<file path="config.mk">
export PLATFORM = sky130hd
export DESIGN_NAME = rlfe_front_end
export DESIGN_NICKNAME = d
export VERILOG_FILES = /design/src/rlfe_fifo.v /design/src/rlfe_front_end.v
export VERILOG_INCLUDE_DIRS = /design/src
export SDC_FILE = /design/constraint.sdc
export NUM_CORES = 1
export LEC_CHECK = 0
export BUFFER_PORTS_ARGS = -buffer_cell sky130_fd_sc_hd__clkbuf_2
export CORE_AREA = 4 4 115 117
export DETAILED_ROUTE_END_ITERATION = 6
export DIE_AREA = 0 0 119 121
export PLACE_DENSITY = 0.58
export RECOVER_POWER = 50
export SYNTH_ARGS = -nofsm -noshare
export SYNTH_HDL_FRONTEND = slang
export SYNTH_SLANG_ARGS = --single-unit
</file>
<file path="constraint.sdc">
create_clock -name clock_i -period 4.8 [get_ports clock_i]
set_input_delay 0.48 -clock clock_i [delete_from_list [all_inputs] [get_ports clock_i]]
set_output_delay 0.48 -clock clock_i [all_outputs]
set_load 0.05 [all_outputs]
</file>
<file path="src/rlfe_defs.vh">
// constants for the receive line input front end
`ifndef RLFE_DEFS_VH
`define RLFE_DEFS_VH
`define RLFE_CLK_HZ         100000000
`define RLFE_LOSS_TIME_US   250
`define RLFE_LOSS_CYCLES    ((`RLFE_CLK_HZ / 1000000) * `RLFE_LOSS_TIME_US)
`define RLFE_CNT_W          16
`define RLFE_BPV_W          16
`define RLFE_FIFO_W         2
`define RLFE_FIFO_DEPTH     32
`define RLFE_FIFO_AW        5
`define RLFE_MODE_DS1       1'b1
`define RLFE_MODE_E1        1'b0
`define RLFE_BIT_POS        0
`define RLFE_BIT_NEG        1
`endif

</file>
<file path="src/rlfe_fifo.v">
// synchronous fifo with valid/ready on both sides
`timescale 1ns/1ps
`default_nettype none
module rlfe_fifo #(
  parameter WIDTH = 2,
  parameter DEPTH = 32,
  parameter AW    = 5
) (
  input  wire             clock_i,
  input  wire             reset_i,
  input  wire [WIDTH-1:0] in_data_i,
  input  wire             in_valid_i,
  output wire             in_ready_o,
  output reg  [WIDTH-1:0] out_data_o,
  output reg              out_valid_o,
  input  wire             out_ready_i
);
  reg [WIDTH-1:0] mem_ff [0:DEPTH-1];
  reg [AW:0]      wr_ptr_ff;
  reg [AW:0]      rd_ptr_ff;
  wire            full;
  wire            empty;
  wire            do_wr;
  wire            do_rd;
  assign full       = (wr_ptr_ff[AW] != rd_ptr_ff[AW]) &&
                      (wr_ptr_ff[AW-1:0] == rd_ptr_ff[AW-1:0]);
  assign empty      = (wr_ptr_ff == rd_ptr_ff);
  assign in_ready_o = ~full;
  assign do_wr      = in_valid_i & ~full;
  // output register refills when empty or being taken
  assign do_rd      = ~empty & (~out_valid_o | out_ready_i);
  always @(posedge clock_i) begin
    if (do_wr) begin
      mem_ff[wr_ptr_ff[AW-1:0]] <= in_data_i;
    end
  end
  always @(posedge clock_i) begin
    if (reset_i) begin
      wr_ptr_ff   <= {(AW+1){1'b0}};
      rd_ptr_ff   <= {(AW+1){1'b0}};
      out_valid_o <= 1'b0;
      out_data_o  <= {WIDTH{1'b0}};
    end else begin
      if (do_wr) begin
        wr_ptr_ff <= wr_ptr_ff + 1'b1;
      end
      if (do_rd) begin
        rd_ptr_ff   <= rd_ptr_ff + 1'b1;
        out_data_o  <= mem_ff[rd_ptr_ff[AW-1:0]];
        out_valid_o <= 1'b1;
      end else if (out_ready_i) begin
        out_valid_o <= 1'b0;
      end
    end
  end
endmodule
`default_nettype wire

</file>
<file path="src/rlfe_front_end.v">
// receive line input front end: rail sampling, violation count, clock loss
// How it works
// RQ1 - the clock loss flag rises after 250 us with no edge on the line clock.
// RQ2 - a set clock loss flag clears on the next line clock edge.
// RQ3 - the line partner supplies the clock at 1.544 MHz or 2.048 MHz.
// RQ4 - positive rail data is captured on every line clock rising edge; while the fifo is full the rise is dropped and overflow_o set.
// RQ5 - in single rail the positive rail carries all data, sampled on rising edges.
// RQ6 - in dual rail the negative rail is captured on every rising edge too; it is dropped with the positive rail while the fifo is full.
// RQ7 - in single rail each rising edge with negative rail high adds one to the counter; it holds at all ones and bpv_clear_i in the same cycle wins.
// RQ8 - the framing mode takes the standard select pin level latched at reset release.
// RQ9 - loss timing runs on the system clock and line signals are synchronised.
`timescale 1ns/1ps
`default_nettype none
`include "rlfe_defs.vh"
module rlfe_front_end (
  input  wire                   clock_i,
  input  wire                   reset_i,
  input  wire                   rx_line_clock_i,
  input  wire                   rx_positive_rail_data_i,
  input  wire                   rx_negative_rail_data_i,
  input  wire                   framing_standard_select_i,
  input  wire                   single_rail_i,
  input  wire                   bpv_clear_i,
  input  wire                   out_ready_i,
  output wire [`RLFE_FIFO_W-1:0] out_data_o,
  output wire                   out_valid_o,
  output reg                    ds1_mode_o,
  output reg                    line_clock_loss_flag_o,
  output reg  [`RLFE_BPV_W-1:0] bpv_count_o,
  output reg                    overflow_o
);
  localparam integer           LOSS_INT    = `RLFE_LOSS_CYCLES;
  localparam [`RLFE_CNT_W-1:0] LOSS_CYCLES = LOSS_INT[`RLFE_CNT_W-1:0];
  // two flip-flop synchronisers for clock and rails
  reg [1:0]             clk_sync_ff;
  reg [1:0]             pos_sync_ff;
  reg [1:0]             neg_sync_ff;
  reg [1:0]             sel_sync_ff;
  reg                   clk_last_ff;
  reg                   rst_last_ff;
  reg [`RLFE_CNT_W-1:0] idle_cnt_ff;
  wire                  rise;
  wire                  edge_seen;
  wire [`RLFE_FIFO_W-1:0] sample;
  wire                  fifo_ready;
  always @(posedge clock_i) begin
    if (reset_i) begin
      clk_sync_ff <= 2'h0;
      pos_sync_ff <= 2'h0;
      neg_sync_ff <= 2'h0;
      clk_last_ff <= 1'b0;
    end else begin
      clk_sync_ff <= {clk_sync_ff[0], rx_line_clock_i};           // [RQ9]
      pos_sync_ff <= {pos_sync_ff[0], rx_positive_rail_data_i};
      neg_sync_ff <= {neg_sync_ff[0], rx_negative_rail_data_i};
      clk_last_ff <= clk_sync_ff[1];
    end
  end
  assign rise      = clk_sync_ff[1] & ~clk_last_ff;
  assign edge_seen = clk_sync_ff[1] ^ clk_last_ff;
  // data lags the clock by the same sync depth, so it is taken at the edge
  assign sample[`RLFE_BIT_POS] = pos_sync_ff[1];                     // [RQ4] [RQ5]
  assign sample[`RLFE_BIT_NEG] = single_rail_i ? 1'b0 : neg_sync_ff[1]; // [RQ6]
  // mode latched on the first cycle after reset release; the select pin is a
  // strap, so its synchroniser runs through reset and has settled by release
  always @(posedge clock_i) begin
    rst_last_ff <= reset_i;
    sel_sync_ff <= {sel_sync_ff[0], framing_standard_select_i};
    if (rst_last_ff & ~reset_i) begin
      ds1_mode_o <= sel_sync_ff[1];                                  // [RQ8]
    end else if (reset_i) begin
      ds1_mode_o <= `RLFE_MODE_DS1;
    end
  end
  always @(posedge clock_i) begin
    if (reset_i) begin
      idle_cnt_ff            <= {`RLFE_CNT_W{1'b0}};
      line_clock_loss_flag_o <= 1'b0;
    end else if (edge_seen) begin
      idle_cnt_ff            <= {`RLFE_CNT_W{1'b0}};
      line_clock_loss_flag_o <= 1'b0;                                 // [RQ2]
    end else if (idle_cnt_ff == LOSS_CYCLES - 1'b1) begin
      line_clock_loss_flag_o <= 1'b1;                                 // [RQ1]
    end else begin
      idle_cnt_ff <= idle_cnt_ff + 1'b1;
    end
  end
  always @(posedge clock_i) begin
    if (reset_i) begin
      bpv_count_o <= {`RLFE_BPV_W{1'b0}};
      overflow_o  <= 1'b0;
    end else begin
      if (bpv_clear_i) begin
        bpv_count_o <= {`RLFE_BPV_W{1'b0}};
      end else if (rise & single_rail_i & neg_sync_ff[1] &
                   (bpv_count_o != {`RLFE_BPV_W{1'b1}})) begin
        bpv_count_o <= bpv_count_o + 1'b1;                            // [RQ7]
      end
      if (rise & ~fifo_ready) begin
        overflow_o <= 1'b1;
      end else if (bpv_clear_i) begin
        overflow_o <= 1'b0;
      end
    end
  end
  rlfe_fifo #(
    .WIDTH (`RLFE_FIFO_W),
    .DEPTH (`RLFE_FIFO_DEPTH),
    .AW    (`RLFE_FIFO_AW)
  ) u_fifo (
    .clock_i     (clock_i),
    .reset_i     (reset_i),
    .in_data_i   (sample),
    .in_valid_i  (rise),
    .in_ready_o  (fifo_ready),
    .out_data_o  (out_data_o),
    .out_valid_o (out_valid_o),
    .out_ready_i (out_ready_i)
  );
endmodule
`default_nettype wire

</file>
* Word-level counts from Yosys, hierarchy flattened *
Memory sizes are Yosys's and may differ from the RTL's. A register that Yosys moved wholly into a read port is not among the register bits.
Index checks and enable logic that the tools add are counted.

operators by class
  add/sub/neg operators = 4
  multipliers = 0
  divide/modulo/power cells = 0
  $lt $le $gt $ge = 0
  eq/ne operators = 5
  shifts and indexed selects = 0
  mux-type cells = 9
  bitwise gates (word level) = 15
  reductions and logical operators = 6

operator list
  cell                                             number
  adder 16 x 1 -> 16 bit, second input constant    2
  == test 16 x 15 -> 1 bit, second input constant  1
  inequality test 16 bit, second input constant    1
  adder 6 x 1 -> 6 bit, second input constant      2
  two-way mux 1 bit                                9
  bitwise AND 1 bit                                8
  == test 6 bit                                    1
  nonzero test 2 bit                               3
  == test 5 bit                                    1
  inverter 1 bit                                   5
  OR reduction 2 bit                               2
  logical AND 1 bit                                1
  inequality test 1 bit                            1
  OR 1 bit                                         1
  XOR 1 bit                                        1

word-level totals
  register bits after elaboration = 58
  bits in latches = 0
  memory bits (writable) = 64
  ROM bits = 0
  bits of input ports = 9
  output and inout port bits = 22
  word-level logic and storage cells = 54
  memories = 1

memories
  name           words  bits a word  read ports  clocked after memory_dff  wr ports  RTL line        text
  u_fifo.mem_ff  32     2            1           1                         1         rlfe_fifo.v:18  reg [WIDTH-1:0] mem_ff [0:DEPTH-1];

* Depth between registers and ports, before layout *
  word-level depth = 6
  depth in mapped cells = 7
  mapped depth without buffers = 7

* By module *
From an unflattened synthesis, not the netlist that was laid out.

second synthesis, totals
  cell total of the unflattened synthesis = 476
  area, all modules = 5510.3 um^2

by module, submodules not included
  module          times used  cells each  area each (um^2)  sequential area each (um^2)
  rlfe_fifo       1           256         3525.9            2222.1
  rlfe_front_end  1           220         1984.4            910.9

* Worst setup path before layout *
OpenSTA, ideal clock, no wires.

  kind = flip-flop to flip-flop
  start point = register bpv_count_o[0]
  end point = register bpv_count_o[9]
  setup time = 128 ps
  arrival time = 2010 ps
  data required time = 4672 ps
  path slack = 2662 ps
  cell stages (with the launch flop) = 7
  period minus slack after synthesis = 2138 ps
  path through = dfxtp_1 -> ha_1 -> nand3_1 -> or4_1 -> and4_1 -> xnor2_1 -> nor2_1

between the ends
  word-level cells in the longest chain between the ends = 2
  elaborated cells between the ends (all ways) = 3

ends and longest elaborated chain
  item                                                                            RTL line             text
  from (decl)                                                                     rlfe_front_end.v:29  output reg [`RLFE_BPV_W-1:0] bpv_count_o,
  from (signal assigned)                                                          rlfe_front_end.v:90  bpv_count_o <= {`RLFE_BPV_W{1'b0}};
  from (signal assigned)                                                          rlfe_front_end.v:94  bpv_count_o <= {`RLFE_BPV_W{1'b0}};
  from (signal assigned)                                                          rlfe_front_end.v:97  bpv_count_o <= bpv_count_o + 1'b1;
  parallel branches: the longest is 2 deep, another holds adder 16 x 1 -> 16 bit  -

Several ways; the timed one is not identified.
A chain may end at the register's enable or synchronous reset.

* Worst setup path in the final report *
  start point = register u_fifo.rd_ptr_ff[0]
  end point = memory u_fifo.mem_ff[24][0] (enable)

between the ends
  word-level cells in the longest chain between the ends = 6

ends and longest elaborated chain
  item                                     RTL line        text
  from (decl)                              rlfe_fifo.v:20  reg [AW:0] rd_ptr_ff;
  from (signal assigned)                   rlfe_fifo.v:40  rd_ptr_ff <= {(AW+1){1'b0}};
  from (signal assigned)                   rlfe_fifo.v:48  rd_ptr_ff <= rd_ptr_ff + 1'b1;
  == test 5 bit                            rlfe_fifo.v:26  (wr_ptr_ff[AW-1:0] == rd_ptr_ff[AW-1:0]);
  logical AND 1 bit                        rlfe_fifo.v:25  assign full = (wr_ptr_ff[AW] != rd_ptr_ff[AW]) &&
  inverter 1 bit                           -
  bitwise AND 1 bit                        rlfe_fifo.v:29  assign do_wr = in_valid_i & ~full;
  two-way mux 1 bit                        rlfe_fifo.v:33  if (do_wr) begin
  two-way mux 1 bit (not written as such)  rlfe_fifo.v:34  mem_ff[wr_ptr_ff[AW-1:0]] <= in_data_i;
  to (decl)                                rlfe_fifo.v:18

Every way passes these cells.

==> run summary <==
Ys flop type -> edfxtp_1
Fillers -> 1143
DR WL/cell -> 16.4 µm
Die Span Y -> 121 µm
Yosys top cell area share -> 36.0%
WP data required -> 4.95 ns
Yosys warnings -> 0
Share of layout cells above drive strength 1 -> 11.8%
Initial Util -> 43.9%
Leakage -> 0.00211 µW
DR vias/cell -> 5.38
Grt total ovfl -> 0
Max-slew headroom -> 4.17%
Nature of the critical path endpoint -> flop
RSZ-0062 raised after global routing -> false
H-tree lvl count -> 4
Slew @ Worst Pin -> 1.44 ns
Vias in the first global route -> 3550
Cell Pwr Density -> 439 nW/µm²
Post-synth EDFFs -> 65
Core region area -> 12400 µm²
Non-filler cells, final -> 680
Detail Route Antenna Nets -> 0
Seq cells post-synth -> 124
Inserted Clock Buffers -> 17
Syn Area/Cell -> 11.7 µm²
Hold_ws -> 0.162 ns
Global-route wire length before repair -> 18200 µm
Port Buffers -> 30
Kind of critical path -> reg2reg
Cts repair resizes -> 0
Hold Startpoint -> framing_standard_select_i
NumNets Final -> 512
GPL Wtd Cong -> 0.869
CTS max path bufs -> 2
IO Pins -> 31
Post-Route WL -> 11200 µm
Max-cap violations -> 0
Commonest non-fill, non-tap cell in the layout -> nor2_1
Sink Count -> 124
Top cells by area, synth -> edfxtp_1, dfxtp_1, nor2_1
Area taken by multi-input logic gates -> 2120 µm²
Max Clock Freq -> 394 MHz
Outcome -> finished clean
Final worst-path cycle share -> 52.9%
Post-Syn Nets -> 480
GRT Overall Usage -> 16.4%
Post-layout util -> 50.7%
VDD IR max -> 249 µV
Root buffer cell -> clkbuf_16
Gate Count Post-Synth -> 463
WP data arrival -> 2.69 ns
Post-CTS setup buffer count -> 0
DIE AREA -> 14400 µm²
Tmin final -> 2.54 ns
Setup Skew -> 0.00532 ns
Hpwl dp -> 7500 µm
Final Hold Vio Count -> 0
Hold_buf cts -> 0
CP Launch Point -> u_fifo.rd_ptr_ff[0]$_SDFFE_PP0P_
Final setup vio count -> 0
R2R Path Start -> u_fifo.rd_ptr_ff[0]$_SDFFE_PP0P_
CTS tree -> yes
Setup TNS -> 0 ns
Register area share after synthesis -> 57.8%
Crit start category -> flop
CP max FO -> 13
DR iter-0 viols -> 390
Hold Path Class -> in2reg
Area Overhead vs Synth -> 15.6%
Placed Cells incl. Taps -> 648
Total power -> 2750 µW
Vias -> 3660
Site row count -> 41
Most frequent cells in the layout -> nor2_1, edfxtp_1, dfxtp_1
Clock-pin slew on the worst setup and hold paths -> 0.05 ns
Synth async-reset ratio -> 0%
Largest net degree at the start of global routing -> 34
Post-synth top area cell -> edfxtp_1
ANT cells -> 0
Reg area -> 3130 µm²
Die width -> 119 µm
Count of unique library cells instantiated by Yosys -> 47
Worst-Skew Late Latency -> 0.42 ns
DR pass1 iterations -> 5
Residual DRC -> 0
Post-synthesis cell area -> 5420 µm²
Fin. max-slew vios -> 0
Initial antenna violation count -> 0
cells by family (layout without fill, tap and decap cells):
kind of cell,count (synthesis),in the layout,synth area share (%)
multiplexers,31,31,7.61
AND/OR/NAND/NOR,187,187,18.0
buffers and inverters,34,79,3.09
adder cells (fa/ha/maj),8,8,1.85
flip-flops,124,124,57.8
XOR/XNOR,33,33,5.33
AO/OA/AOI/OAI,46,46,6.39
power by group:
part | leakage [µW] | internal, µW | switching [µW]
combinational | 0.000733 | 110 | 159
clock | 0.000296 | 861 | 445
sequential | 0.00108 | 1140 | 40.2
stage by stage:
stage,cell area (µm²),setup WS [ns]
finish,6270,2.26
global route,6270,2.10
CTS,6300,2.26
detailed placement,5690,2.28
global placement,5690,2.29
floorplan,5420,2.66
critical path, stage by stage, from the launching register on:
cell and delay [ns]:
dfxtp_1 0.74, xor2_1 0.18, or3_4 0.44, o31a_1 0.36
nand2_1 0.40, nor2_1 0.15
final timing paths:
| kind | end | depth (start not counted) | slack [ns] |
|---|---|---|---|
| setup / recovery | u_fifo.mem_ff[24][0]$_DFFE_PP_ | 5 | 2.26 |
| hold / removal | sel_sync_ff[0]$_DFF_P_ | 1 | 0.16 |
| setup reg to reg | u_fifo.mem_ff[24][0]$_DFFE_PP_ | 5 | 2.26 |
| hold reg to reg | sel_sync_ff[1]$_DFF_P_ | 0 | 0.33 |
layer usage:
| layer | track usage, % | wire length (µm) |
|---|---|---|
| met5 | 0 | 0 |
| met4 | 6.95 | 180 |
| met3 | 4.38 | 525 |
| met2 | 26.4 | 5360 |
| met1 | 20.9 | 5110 |
final cells by class:
cell class	instances	area share, %
clock inverters	13	2.78
multi-input cells	305	33.9
inverters	15	0.899
repair buffers	32	2.12
clock buffers	19	6.91
well taps	172	3.43
flip-flops and latches	124	50.0
Yosys cell counts, drive strengths merged, types with 8 or more instances:
master and instances:
mux2i 21, inv 15, nor2 70, a221oi 12, dfxtp 59, nor2b 12
a21oi 14, clkbuf 10, nand2 20, or3 10, xnor2 16, edfxtp 65
buf 9, nand4 19, xor2 17, ha 8, mux4 8, nand3 12
registers in the layout (all words and copies together), names as in the netlist:
| signal | flops |
|---|---|
| clk_last_ff | 1 |
| bpv_count_o | 16 |
| line_clock_loss_flag_o | 1 |
| u_fifo.out_valid_o | 1 |
| rst_last_ff | 1 |
| idle_cnt_ff | 16 |
| overflow_o | 1 |
| clk_sync_ff | 2 |
| ds1_mode_o | 1 |
| u_fifo.wr_ptr_ff | 6 |
| pos_sync_ff | 2 |
| u_fifo.mem_ff | 64 |
| u_fifo.out_data_o | 2 |
| sel_sync_ff | 2 |
| u_fifo.rd_ptr_ff | 6 |
| neg_sync_ff | 2 |
(Power assumes the default switching activity.)
